**config.mk**
```make
export PLATFORM = sky130hd
export DESIGN_NAME = interprocessor_dma_link_control
export DESIGN_NICKNAME = d
export VERILOG_FILES = /design/src/hdl/link_ctrl_pkg.sv /design/src/hdl/interprocessor_dma_link_control.sv
export SDC_FILE = /design/constraint.sdc
export NUM_CORES = 1
export LEC_CHECK = 0
export ABC_AREA = 1
export BUFFER_PORTS_ARGS = -buffer_cell sky130_fd_sc_hd__clkbuf_2
export CAP_MARGIN = 20
export CORE_MARGIN = 2
export CORE_UTILIZATION = 52
export CTS_BUF_LIST = sky130_fd_sc_hd__clkbuf_8
export DETAILED_ROUTE_END_ITERATION = 7
export PLACE_DENSITY_LB_ADDON = 0.15
export SLEW_MARGIN = 20
export SYNTH_ARGS = -nofsm -noshare
export SYNTH_HDL_FRONTEND = slang
export SYNTH_SLANG_ARGS = --single-unit
```
**constraint.sdc**
```tcl
create_clock -name pclk -period 1.9 [get_ports pclk]
set_input_delay 0.38 -clock pclk [delete_from_list [all_inputs] [get_ports pclk]]
set_output_delay 0.38 -clock pclk [all_outputs]
set_load 0.01 [all_outputs]
```
**src/hdl/link_ctrl_pkg.sv**
```systemverilog
// Package for the interprocessor link control block
package link_ctrl_pkg;
  // Register byte offsets
  localparam logic [7:0] OFF_STATUS = 8'h00;
  localparam logic [7:0] OFF_WORD_COUNT = 8'h04;
  localparam logic [7:0] OFF_BUS_POINTER = 8'h08;
  localparam logic [7:0] OFF_DATA_BUFFER = 8'h0c;
  localparam logic [7:0] OFF_DELAY = 8'h10;

  // Status field positions
  localparam int ST_GO = 0;
  localparam int ST_OUT_MODE = 1;
  localparam int ST_OUT_DIREC = 2;
  localparam int ST_OUT_INTR = 3;
  localparam int ST_IE = 6;
  localparam int ST_READY = 7;
  localparam int ST_CYCLE = 8;
  localparam int ST_IN_MODE = 9;
  localparam int ST_IN_DIREC = 10;
  localparam int ST_IN_INTR = 11;
  localparam int ST_COMPANION_ATTENTION_PULSE = 13;

  // Reset values
  localparam logic RST_READY = 1'b1;
  localparam logic [15:0] RST_WORD = 16'h0000;

  // Timing
  localparam int CLK_PERIOD_NS = 8;
  localparam int COMPANION_ATTENTION_PULSE_PULSE_NS = 500;
  localparam int DELAY_MIN_NS = 5000;
  localparam int COMPANION_ATTENTION_PULSE_CYCLES = COMPANION_ATTENTION_PULSE_PULSE_NS / CLK_PERIOD_NS;
  localparam int DELAY_MIN_CYCLES = (DELAY_MIN_NS + CLK_PERIOD_NS - 1) / CLK_PERIOD_NS;
  localparam logic [12:0] RST_DELAY = 13'(DELAY_MIN_CYCLES);

  typedef enum logic [1:0] {
    DIR_TRANSMIT_VAL = 2'h0,
    DIR_RECEIVE_VAL = 2'h1
  } dir_code_t;

  // One direction of the cable
  typedef struct packed {
    logic intr_req;
    logic direc;
    logic mode;
    logic attention;
    logic init;
    logic cycle_req;
    logic [15:0] data;
  } link_t;
endpackage : link_ctrl_pkg

```
**src/hdl/interprocessor_dma_link_control.sv**
```systemverilog
// Link control for one end of a back-to-back DMA interprocessor channel
//
// Implementation choices: register access over APB and the register addresses.
`timescale 1ns/1ns

// Overview of operation
// - Move blocks of consecutive words between memories, up to 32K words.
// - Only one direction active; the idle path ignores cycle triggers.
// - Word mode uses program transfers; block mode uses DMA on both buses.
// - Word written to data buffer appears at companion's read data mux.
// - Transmitter holds each fetched word until the receiver's write takes it.
// - Local status 3:1 appear as companion's read-only status 11:9.
// - Setting interrupt request sends one attention pulse of about 500 ns.
// - Incoming attention sets ready and shows briefly on status bit 13.
// - Ready with interrupt enable set raises an interrupt request.
// - Initialize is forwarded; at the far end it sets ready and interrupts.
// - Initialize resets all local registers (ready set, delay to RST_DELAY, rest cleared) and aborts any block transfer.
// - Block cycles pair up: transmitter read, then receiver write, repeated.
// - Direction 0 is transmit, 1 receive; mode 0 is block.
// - Receiver's go alone is carried across as the first-cycle trigger.
// - Transmitter's go with cycle bit starts its own first read at once.
// - After a read, stretched cycle request is sent; trailing edge starts write.
// - After a write, stretched cycle request starts the transmitter's next read.
// - Word counter overflow halts the alternating sequence.
// - Each inter-cycle delay is adjustable, 1 to 8191 clock cycles (8 ns to about 65.5 microseconds).
// - Word counter holds two's complement count, increments, overflow sets ready.
// - While ready, no DMA cycles start; writing go clears ready.
// - Go is a write pulse only and always reads as zero.
module interprocessor_dma_link_control (
  input wire logic pclk,
  input wire logic presetn,
  input wire logic clk_en,
  input wire logic psel,
  input wire logic penable,
  input wire logic pwrite,
  input wire logic [7:0] paddr,
  input wire logic [31:0] pwdata,
  output logic [31:0] prdata,
  output logic pready,
  output logic pslverr,
  input wire logic bus_init,
  output logic intr_req,
  output logic mem_req,
  output logic mem_write,
  output logic [15:0] mem_addr,
  output logic [15:0] mem_wdata,
  input wire logic mem_ack,
  input wire logic [15:0] mem_rdata,
  output link_ctrl_pkg::link_t link_out,
  input wire link_ctrl_pkg::link_t link_in
);

  typedef enum logic [1:0] {S_IDLE, S_READ, S_WRITE, S_STRETCH} dma_state_t;

  dma_state_t state_r;
  dma_state_t state_nxt;
  logic ready_r;
  logic ie_r;
  logic cycle_r;
  logic out_intr_r;
  logic out_direc_r;
  logic out_mode_r;
  logic [15:0] word_count_r;
  logic [14:0] bus_pointer_r;
  logic [15:0] data_buffer_r;
  logic [12:0] delay_tc_r;
  logic [12:0] delay_cnt_r;
  logic [6:0] companion_attention_pulse_cnt_r;
  logic cyc_req_prev_r;
  logic go_pulse_r;
  logic wr_access;
  logic rd_access;
  logic status_wr;
  logic go_wr;
  logic own_start;
  logic far_trigger;
  logic cycle_done;
  logic wc_overflow;

  // Decodes one register offset against the bus address
  function automatic logic hit(input logic [7:0] addr, input logic [7:0] off);
    hit = (addr == off);
  endfunction : hit

  assign wr_access = psel & penable & pready & pwrite;
  assign rd_access = psel & penable & ~pready & ~pwrite;
  assign status_wr = wr_access & hit(paddr, link_ctrl_pkg::OFF_STATUS);
  assign go_wr = status_wr & pwdata[link_ctrl_pkg::ST_GO];
  assign own_start = go_wr & pwdata[link_ctrl_pkg::ST_CYCLE] &
                     ~pwdata[link_ctrl_pkg::ST_OUT_DIREC];
  assign far_trigger = cyc_req_prev_r & ~link_in.cycle_req;
  assign cycle_done = (state_r == S_READ || state_r == S_WRITE) & mem_ack;
  assign wc_overflow = cycle_done & (word_count_r == 16'hffff);

  // APB slave: one wait state, answer registered
  always_ff @(posedge pclk or negedge presetn) begin
    if (!presetn) begin
      pready <= 1'b0;
    end else if (clk_en) begin
      pready <= psel & penable & ~pready;
    end
  end

  always_ff @(posedge pclk or negedge presetn) begin
    if (!presetn) begin
      prdata <= 32'h0000_0000;
      pslverr <= 1'b0;
    end else if (clk_en) begin
      pslverr <= 1'b0;
      if (psel & penable & ~pready) begin
        prdata <= 32'h0000_0000;
        if (hit(paddr, link_ctrl_pkg::OFF_STATUS)) begin
          if (rd_access) begin
            prdata[link_ctrl_pkg::ST_COMPANION_ATTENTION_PULSE] <= link_in.attention;
            prdata[link_ctrl_pkg::ST_IN_INTR] <= link_in.intr_req;
            prdata[link_ctrl_pkg::ST_IN_DIREC] <= link_in.direc;
            prdata[link_ctrl_pkg::ST_IN_MODE] <= link_in.mode;
            prdata[link_ctrl_pkg::ST_CYCLE] <= cycle_r;
            prdata[link_ctrl_pkg::ST_READY] <= ready_r;
            prdata[link_ctrl_pkg::ST_IE] <= ie_r;
            prdata[link_ctrl_pkg::ST_OUT_INTR] <= out_intr_r;
            prdata[link_ctrl_pkg::ST_OUT_DIREC] <= out_direc_r;
            prdata[link_ctrl_pkg::ST_OUT_MODE] <= out_mode_r;
            prdata[link_ctrl_pkg::ST_GO] <= 1'b0;
          end
        end else if (hit(paddr, link_ctrl_pkg::OFF_WORD_COUNT)) begin
          prdata[15:0] <= word_count_r;
        end else if (hit(paddr, link_ctrl_pkg::OFF_BUS_POINTER)) begin
          prdata[15:0] <= {bus_pointer_r, 1'b0};
        end else if (hit(paddr, link_ctrl_pkg::OFF_DATA_BUFFER)) begin
          prdata[15:0] <= link_in.data;
        end else if (hit(paddr, link_ctrl_pkg::OFF_DELAY)) begin
          prdata[12:0] <= delay_tc_r;
        end else begin
          pslverr <= 1'b1;
        end
      end
    end
  end

  // Status control bits; local initialize clears everything
  always_ff @(posedge pclk or negedge presetn) begin
    if (!presetn) begin
      ie_r <= 1'b0;
      out_intr_r <= 1'b0;
      out_direc_r <= 1'b0;
      out_mode_r <= 1'b0;
    end else if (clk_en) begin
      if (bus_init) begin
        ie_r <= 1'b0;
        out_intr_r <= 1'b0;
        out_direc_r <= 1'b0;
        out_mode_r <= 1'b0;
      end else if (status_wr) begin
        ie_r <= pwdata[link_ctrl_pkg::ST_IE];
        out_intr_r <= pwdata[link_ctrl_pkg::ST_OUT_INTR];
        out_direc_r <= pwdata[link_ctrl_pkg::ST_OUT_DIREC];
        out_mode_r <= pwdata[link_ctrl_pkg::ST_OUT_MODE];
      end
    end
  end

  // Ready: set events win over the clear by go
  always_ff @(posedge pclk or negedge presetn) begin
    if (!presetn) begin
      ready_r <= link_ctrl_pkg::RST_READY;
    end else if (clk_en) begin
      if (bus_init | link_in.attention | link_in.init | wc_overflow) begin
        ready_r <= 1'b1;
      end else if (go_wr) begin
        ready_r <= 1'b0;
      end
    end
  end

  // Cycle bit: set by own start or far trigger, cleared when the cycle begins
  always_ff @(posedge pclk or negedge presetn) begin
    if (!presetn) begin
      cycle_r <= 1'b0;
    end else if (clk_en) begin
      if (bus_init) begin
        cycle_r <= 1'b0;
      end else if (own_start | (far_trigger & ~out_direc_r & ~ready_r)) begin
        cycle_r <= 1'b1;
      end else if (state_r == S_IDLE && state_nxt == S_READ) begin
        cycle_r <= 1'b0;
      end
    end
  end

  // Counter and pointer advance per completed bus cycle
  always_ff @(posedge pclk or negedge presetn) begin
    if (!presetn) begin
      word_count_r <= link_ctrl_pkg::RST_WORD;
      bus_pointer_r <= 15'h0000;
    end else if (clk_en) begin
      if (bus_init) begin
        word_count_r <= link_ctrl_pkg::RST_WORD;
        bus_pointer_r <= 15'h0000;
      end else if (cycle_done) begin
        word_count_r <= word_count_r + 16'h0001;
        bus_pointer_r <= bus_pointer_r + 15'h0001;
      end else if (wr_access) begin
        if (hit(paddr, link_ctrl_pkg::OFF_WORD_COUNT)) begin
          word_count_r <= pwdata[15:0];
        end
        if (hit(paddr, link_ctrl_pkg::OFF_BUS_POINTER)) begin
          bus_pointer_r <= pwdata[15:1];
        end
      end
    end
  end

  // Data buffer: program word or fetched word, held until next read
  always_ff @(posedge pclk or negedge presetn) begin
    if (!presetn) begin
      data_buffer_r <= link_ctrl_pkg::RST_WORD;
    end else if (clk_en) begin
      if (bus_init) begin
        data_buffer_r <= link_ctrl_pkg::RST_WORD;
      end else if (state_r == S_READ && mem_ack) begin
        data_buffer_r <= mem_rdata;
      end else if (wr_access && hit(paddr, link_ctrl_pkg::OFF_DATA_BUFFER)) begin
        data_buffer_r <= pwdata[15:0];
      end
    end
  end

  always_ff @(posedge pclk or negedge presetn) begin
    if (!presetn) begin
      delay_tc_r <= link_ctrl_pkg::RST_DELAY;
    end else if (clk_en) begin
      if (bus_init) begin
        delay_tc_r <= link_ctrl_pkg::RST_DELAY;
      end else if (wr_access && hit(paddr, link_ctrl_pkg::OFF_DELAY)) begin
        delay_tc_r <= (pwdata[12:0] == 13'h0000) ? 13'h0001 : pwdata[12:0];
      end
    end
  end

  // Block-mode sequencer
  always_comb begin
    state_nxt = state_r;
    case (state_r)
      S_IDLE: begin
        if (!ready_r && !out_direc_r && (cycle_r || own_start)) begin
          state_nxt = S_READ;
        end else if (!ready_r && out_direc_r && far_trigger) begin
          state_nxt = S_WRITE;
        end
      end
      S_READ: begin
        if (mem_ack) begin
          state_nxt = S_STRETCH;
        end
      end
      S_WRITE: begin
        if (mem_ack) begin
          state_nxt = S_STRETCH;
        end
      end
      S_STRETCH: begin
        if (delay_cnt_r >= delay_tc_r) begin
          state_nxt = S_IDLE;
        end
      end
      default: begin
        state_nxt = S_IDLE;
      end
    endcase
  end

  always_ff @(posedge pclk or negedge presetn) begin
    if (!presetn) begin
      state_r <= S_IDLE;
      delay_cnt_r <= 13'h0000;
    end else if (clk_en) begin
      if (bus_init) begin
        state_r <= S_IDLE;
        delay_cnt_r <= 13'h0000;
      end else begin
        state_r <= state_nxt;
        delay_cnt_r <= (state_r == S_STRETCH) ? delay_cnt_r + 13'h0001 : 13'h0001;
      end
    end
  end

  // Memory bus master request
  always_ff @(posedge pclk or negedge presetn) begin
    if (!presetn) begin
      mem_req <= 1'b0;
      mem_write <= 1'b0;
      mem_addr <= 16'h0000;
      mem_wdata <= 16'h0000;
    end else if (clk_en) begin
      mem_req <= ~bus_init & (state_nxt == S_READ || state_nxt == S_WRITE);
      mem_write <= (state_nxt == S_WRITE);
      mem_addr <= {bus_pointer_r, 1'b0};
      mem_wdata <= link_in.data;
    end
  end

  // Attention pulse on rising interrupt request
  always_ff @(posedge pclk or negedge presetn) begin
    if (!presetn) begin
      companion_attention_pulse_cnt_r <= 7'h00;
    end else if (clk_en) begin
      if (status_wr && pwdata[link_ctrl_pkg::ST_OUT_INTR] && !out_intr_r && !bus_init) begin
        companion_attention_pulse_cnt_r <= 7'(link_ctrl_pkg::COMPANION_ATTENTION_PULSE_CYCLES);
      end else if (companion_attention_pulse_cnt_r != 7'h00) begin
        companion_attention_pulse_cnt_r <= companion_attention_pulse_cnt_r - 7'h01;
      end
    end
  end

  // Receiver go is a one-cycle first-cycle request
  always_ff @(posedge pclk or negedge presetn) begin
    if (!presetn) begin
      go_pulse_r <= 1'b0;
      cyc_req_prev_r <= 1'b0;
    end else if (clk_en) begin
      go_pulse_r <= go_wr & ~pwdata[link_ctrl_pkg::ST_CYCLE] &
                    pwdata[link_ctrl_pkg::ST_OUT_DIREC];
      cyc_req_prev_r <= link_in.cycle_req;
    end
  end

  // Cable outputs and interrupt
  always_ff @(posedge pclk or negedge presetn) begin
    if (!presetn) begin
      link_out <= '0;
      intr_req <= 1'b0;
    end else if (clk_en) begin
      link_out.intr_req <= out_intr_r;
      link_out.direc <= out_direc_r;
      link_out.mode <= out_mode_r;
      link_out.attention <= (companion_attention_pulse_cnt_r != 7'h00);
      link_out.init <= bus_init;
      link_out.cycle_req <= ~bus_init & (go_pulse_r | (state_r == S_STRETCH));
      link_out.data <= data_buffer_r;
      intr_req <= ie_r & ready_r;
    end
  end

endmodule : interprocessor_dma_link_control

```
==> run_results.csv, run 1 <==
group,metric,value,unit
grt,grt_use_total,30.2,%
sta,timing.fmax,0.514,GHz
sta,drv_slew,0,
drt,postRouteAntennaNets,0,
synthesis,synth_area_leaders,"dfrtp_1 44%, nand2_1 14%, o21ai_0 7.7%",
place,dpl_worst_slack,-0.158,ns
place,gp_congestion,0.926,
clock_network,cts_sinks,164,
floorplanning,core,17100,µm²
floorplanning,io_pins,177,
synthesis,syn_area_per_cell,7.50,µm²
clock_network,root_buffer,"clkbuf_8",
clock_network,htreeDepth,4,
grt,grt_pass1_vias,8245,
floorplanning,die-area,18300,µm²
floorplanning,row_count,48,
worst_setup_path,path_class,"flop to flop",
clock_network,cts.clk_slew.worst_paths,0.09,ns
grt,antenna_found_initial,0,
drt,detail_route.vias_per_cell,5.40,
sta,grt_setup_unrepaired,"true",
pwr,ir_drop,0.000564,V
worst_setup_path,critPathCaptureType,"flop",
drt,first_pass_iters,5,
floorplanning,dieWidth,135,µm
clock_network,clk_latency,0.47,ns
clock_network,clockBufferDepth,2,
drt,wl,26900,µm
worst_hold_path,hp-class,"input pin to flop",
floorplanning,die_y,135,µm
synthesis,synth_top_area_cell,"dfrtp_1",
sta,setup_violations,1,
grt,grt_pass1_wl,42800,µm
synthesis,yosys_warnings,0,
synthesis,ys_types,42,
cells_and_area,area_delta_synth_final,24.9,%
pwr,power_density,1040,nW/µm²
synthesis,synth_top_cell_area_share,44.0,%
pwr,finalPower,11700,µW
worst_setup_path,start_kind,"flop",
outcome,status,"finished with violations",
clock_network,cts_tree,"built",
cells_and_area,final_common_cell,"nand2_1",
sta,worstMarginPinSlew,0.502,ns
sta,hold_viol,0,
synthesis,synth_area,8980,µm²
sta,relSlewSlack,66.3,%
synthesis,ys_ff_latch,164,
cells_and_area,drive_gt1_share,24.7,%
place,dp_hpwl,20400,µm
drt,drt_iter0_drc,743,
drt,drc,0,
grt,gr-total-overflow,0,
pwr,p_leak,0.00569,µW
synthesis,async_flop_share,100,%
synthesis,ys.flop_type,"dfrtp_1",
cells_and_area,layout.nets,1529,
sta,clock_skew,0.0110,ns
cells_and_area,final_cell_mix,"316 x nand2_1, 158 x dfrtp_1, 142 x clkbuf_2",
synthesis,synth-edff-count,0,
floorplanning,initial_core_util,52.5,%
outcome,failed_checks,"negative setup slack",
place,io_buffers,143,
worst_setup_path,cp.required,2.27,ns
synthesis,synth_cells,1197,
sta,period_needed,1.94,ns
grt,grt_max_degree,50,
flow_run,drv_cap,0,
sta,min_period_over_period,102,%
sta,post-route-worst-setup-slack,-0.0446,ns
clock_network,cts_buffers,17,
drt,vias,8953,
synthesis,seq_area_frac_synth,45.8,%
drt,wl_per_cell,16.2,µm
cells_and_area,n_antenna_cell,0,
worst_setup_path,cp_data_arrival_time,2.31,ns
worst_setup_path,critical_path_peak_fanout,2,
==> state kept, by name, indices dropped and copies added (netlist names), 2 cells and up <==
| name | cells |
|---|---|
| link_out | 22 |
| data_buffer_r | 16 |
| mem_wdata | 16 |
| prdata | 16 |
| word_count_r | 16 |
| bus_pointer_r | 15 |
| mem_addr | 15 |
| delay_cnt_r | 13 |
| delay_tc_r | 13 |
| companion_attention_pulse_cnt_r | 7 |
| state_r | 2 |
==> per-layer routing <==
layer	routed length, µm	part of all wire, %	vias to the layer above	global-route usage (%)
met4	748	2.8	0	10.7
met2	12800	48	364	48.6
met5	0	0	-	0
li1	-	-	4319	-
met1	11400	43	4223	42.1
met3	1920	7.2	47	4.45
==> metrics by stage <==
stage | instances | util (%) | area [µm²] | setup TNS, ns | hold WS (ns)
5_1_grt | 1658 | 65.5 | 11200 | -0.387 | 0.136
3_5_place_dp | 1617 | 61.5 | 10500 | -0.339 | 0.257
2_1_floorplan | 1213 | - | 9070 | 0 | 0.0844
4_1_cts | 1652 | 64.6 | 11000 | -0.0972 | 0.131
3_3_place_gp | 1617 | 61.5 | 10500 | -0.175 | 0.256
6_report | 1658 | 65.5 | 11200 | -0.0446 | 0.140
==> worst max-delay path: stages (launching register included) <==
cell	delay [ns]
dfstp_2	0.54
inv_2	0.05
ha_4	0.25
nand4_1	0.15
nor2_2	0.17
nand2_2	0.08
nand3_2	0.07
nand2_2	0.06
nand2_2	0.10
ha_4	0.13
nand3_2	0.05
a31o_2	0.20
==> final cells by class <==
| class | instances | area (µm²) |
|---|---|---|
| Inverter | 141 | 549 |
| Multi-Input combinational cell | 849 | 4250 |
| Timing Repair Buffer | 247 | 1600 |
| Tap cell | 225 | 282 |
| Fill cell | 1517 | 5900 |
| Clock inverter | 14 | 186 |
| Clock buffer | 18 | 248 |
| Sequential cell | 164 | 4110 |
==> Yosys cell counts (2+ instances only) <==
cell and instances:
nor4_1 5, nand3_1 101, nor3_4 2, a21oi_1 48
buf_4 17, buf_6 2, a21oi_2 8, dfrtp_1 158
inv_2 7, nor3_1 28, nand4_1 14, o21ai_2 2
o31ai_1 9, nor2_1 94, xor2_1 2, o22ai_1 5
buf_1 2, o211ai_1 3, a22oi_1 2, a31oi_1 4
inv_1 131, buf_2 11, o21ai_0 139, ha_1 23
nand2_1 324, nand2_4 3, o21ai_1 6, dfstp_2 6
clkbuf_1 26, nand2_2 3
==> cell families after synthesis <==
group,after synthesis,share of synthesized area (%)
AOI/OAI and AO/OA,230,13.9
DFF,164,45.8
and+or+nand+nor,576,27.1
other,1,0.0417
xor gates and xnor gates,3,0.293
buffers and inverters,200,9.64
adders and majority gates,23,3.20
==> report_power, final <==
group          switching [µW]  internal [µW]  leakage (µW)  total [µW]
registers                 702           4280       0.00209        4980
clock network            1350           1460      0.000218        2810
logic                    2340           1520       0.00338        3860
total                    4400           7260       0.00569       11700
==> path summary, 6_finish.rpt <==
path	from	endpoint	slack, ns	depth (start not counted)
worst max-delay path	delay_tc_r[9]	cycle_r	-0.04	11
worst min-delay path	link_in[4]	mem_wdata[4]	0.14	3
worst max register to register	delay_tc_r[9]	cycle_r	-0.04	11
worst min register to register	companion_attention_pulse_cnt_r[5]	companion_attention_pulse_cnt_r[5]	0.48	2
max in group asynchronous	presetn	delay_tc_r[9]	0.96	3
min in group asynchronous	presetn	mem_addr[14]	0.33	2
==> what timing repair did <==
action | CTS | global route
resized for setup | 16 | 33
endpoints found under the hold margin | 19 | 0
hold buffers | 1 | 0
pin swaps | 11 | 10
setup endpoints to repair | 10 | 41
setup buffers | 2 | 6
No activity file was read; power rests on OpenSTA's default activity.
==> run 2: changes to the inputs <==
--- a/config.mk
+++ b/config.mk
@@ -9,8 +9,8 @@
 export BUFFER_PORTS_ARGS = -buffer_cell sky130_fd_sc_hd__clkbuf_2
 export CAP_MARGIN = 20
 export CORE_MARGIN = 2
-export CORE_UTILIZATION = 52
-export CTS_BUF_LIST = sky130_fd_sc_hd__clkbuf_8
+export CORE_UTILIZATION = 51
+export CTS_BUF_LIST = sky130_fd_sc_hd__clkbuf_4 sky130_fd_sc_hd__clkbuf_8 sky130_fd_sc_hd__clkbuf_16
 export DETAILED_ROUTE_END_ITERATION = 7
 export PLACE_DENSITY_LB_ADDON = 0.15
 export SLEW_MARGIN = 20
==> run 2 against run 1 <==
  * Critical path type unchanged
  * Critical path depth up 3
  * Cell count fell by 0.60%
  * Clock power is 19% higher
  * Highest routed layer unchanged
  * The run still ends with negative setup slack left
  * Hold slack gained 0.039 ns
==> run_results.csv, run 2 (synthesis results as in run 1) <==
group,metric,value,unit
worst_setup_path,startpoint,"delay_tc_r[6]",
sta,hold_viol,0,
worst_setup_path,r2r_slack,-0.09,ns
grt,grt_use_total,29.4,%
worst_setup_path,cp.required,2.22,ns
cells_and_area,n_antenna_cell,0,
floorplanning,row_count,48,
sta,worstMarginPinSlew,0.677,ns
sta,timing.fmax,0.503,GHz
outcome,status,"finished with violations",
cells_and_area,stdcell_count,1648,
cells_and_area,layout.nets,1519,
clock_network,cts.clk_slew.worst_paths,0.07,ns
cells_and_area,largest_register,"link_out",
cells_and_area,final_common_cell,"nand2_1",
sta,min_period_over_period,105,%
drt,wl_per_cell,16.3,µm
drt,wl,26900,µm
floorplanning,dieWidth,137,µm
floorplanning,die_y,137,µm
clock_network,clockBufferDepth,2,
pwr,ir_drop,0.000636,V
drt,top_layer_used,"met4",
cells_and_area,fin_area,11200,µm²
worst_setup_path,crit_path_end,"cycle_r",
floorplanning,initial_core_util,52.1,%
outcome,failed_checks,"negative setup slack",
clock_network,clk_latency,0.44,ns
sta,setup_violations,3,
grt,gr-total-overflow,0,
cells_and_area,fin_util,65.0,%
floorplanning,io_pins,177,
grt,grt_max_degree,56,
drt,drc,0,
worst_setup_path,start_kind,"flop",
place,io_buffers,143,
place,gp_congestion,0.938,
clock_network,root_buffer,"clkbuf_16",
sta,post-route-worst-setup-slack,-0.0877,ns
grt,grt_pass1_wl,41900,µm
worst_setup_path,path_class,"flop to flop",
flow_run,drv_cap,0,
sta,grt_setup_unrepaired,"true",
clock_network,cts_buffers,17,
worst_setup_path,rr_worst_depth,14,
cells_and_area,final_cell_mix,"315 x nand2_1, 158 x dfrtp_1, 142 x clkbuf_2",
drt,drt_iter0_drc,574,
floorplanning,core,17200,µm²
clock_network,cts_tree,"built",
drt,first_pass_iters,6,
worst_hold_path,hp-class,"input pin to flop",
place,dp_hpwl,20400,µm
drt,postRouteAntennaNets,0,
cells_and_area,area_delta_synth_final,24.7,%
sta,period_needed,1.99,ns
place,placed_cells,1612,
place,dpl_cell_area,10500,µm²
cells_and_area,largest_register_ffs,22,
worst_setup_path,critical_path_peak_fanout,2,
grt,grt_pass1_vias,8012,
sta,relSlewSlack,54.4,%
worst_setup_path,critPathCaptureType,"flop",
drt,vias,8803,
worst_setup_path,cp_data_arrival_time,2.31,ns
drt,detail_route.vias_per_cell,5.34,
pwr,power_density,1080,nW/µm²
floorplanning,die-area,18700,µm²
sta,drv_slew,0,
sta,clock_skew,0.0119,ns
clock_network,cts_sinks,164,
worst_setup_path,r2r_end,"cycle_r",
grt,antenna_found_initial,0,
drt,wl_met2,12200,µm
cells_and_area,drive_gt1_share,24.0,%
pwr,p_leak,0.00569,µW
clock_network,htreeDepth,4,
drt,met1_length,11700,µm
drt,met3_wirelength,2060,µm
worst_setup_path,r2r-start,"delay_tc_r[6]",
-- run 2: worst min-delay path by stage --
stage	from	to	slack (ns)	depth (start not counted)
finish	link_in[14]	mem_wdata[14]	0.18	3
global route	link_in[6]	mem_wdata[6]	0.18	3
CTS	link_in[14]	mem_wdata[14]	0.17	3
detailed placement	presetn	mem_addr[12]	0.30	1
global placement	presetn	mem_addr[12]	0.29	1
floorplan	presetn	bus_pointer_r[0]	0.08	0
-- run 2: what timing repair did --
item / CTS / global route
resized for setup: 14 / 30
endpoints found under the hold margin: 30 / 0
pin swaps: 9 / 14
gates cloned: 0 / 1
buffers inserted: 0 / 2
hold buffers: 1 / 0
setup endpoints to repair: 3 / 48
-- run 2: power by group --
group	total, µW	leakage [µW]	internal, µW	switching, µW
Combinational	3750	0.00333	1420	2330
Clock	3330	0.000274	1770	1560
Sequential	4970	0.00209	4290	680
Total	12000	0.00569	7470	4570
-- run 2: per-stage QoR --
step / hold slack [ns] / total power [µW] / TNS (ns) / worst slack (ns)
after floorplan: 0.0844 / 6960 / 0 / 0.0381
after global placement: 0.292 / 8400 / -0.244 / -0.127
after detailed placement: 0.298 / 8490 / -0.371 / -0.165
after CTS: 0.171 / 11900 / -0.129 / -0.118
after global routing: 0.182 / 12700 / -0.435 / -0.178
final: 0.179 / 12000 / -0.143 / -0.0877
-- run 2: final cells by class --
class,count,area [µm²]
fillers,1536,6040
repair buffers,236,1470
repair inverters,1,5.00
flip-flops and latches,164,4110
well taps,225,282
clock inverters,13,119
inverters,141,543
clock buffers,19,447
multi-input cells,849,4220
-- run 2: per-layer routing --
metal,vias to the layer above,GRT usage [%]
met3,53,5.96
met1,4065,40.4
li1,4298,-
met2,387,45.4
met5,-,0
met4,0,12.2
-- run 2: worst max-delay path, cell delays in order, from the launching register on --
cell and delay (ns):
dfstp_2 0.54, inv_2 0.05, ha_4 0.23, nand2_2 0.05, nand2_1 0.05, nand2_1 0.07, a21oi_2 0.06, nor2_2 0.14
nand3_1 0.10, nand2_2 0.08, nand2_2 0.06, inv_2 0.06, ha_4 0.11, nand3_2 0.05, a31o_2 0.20
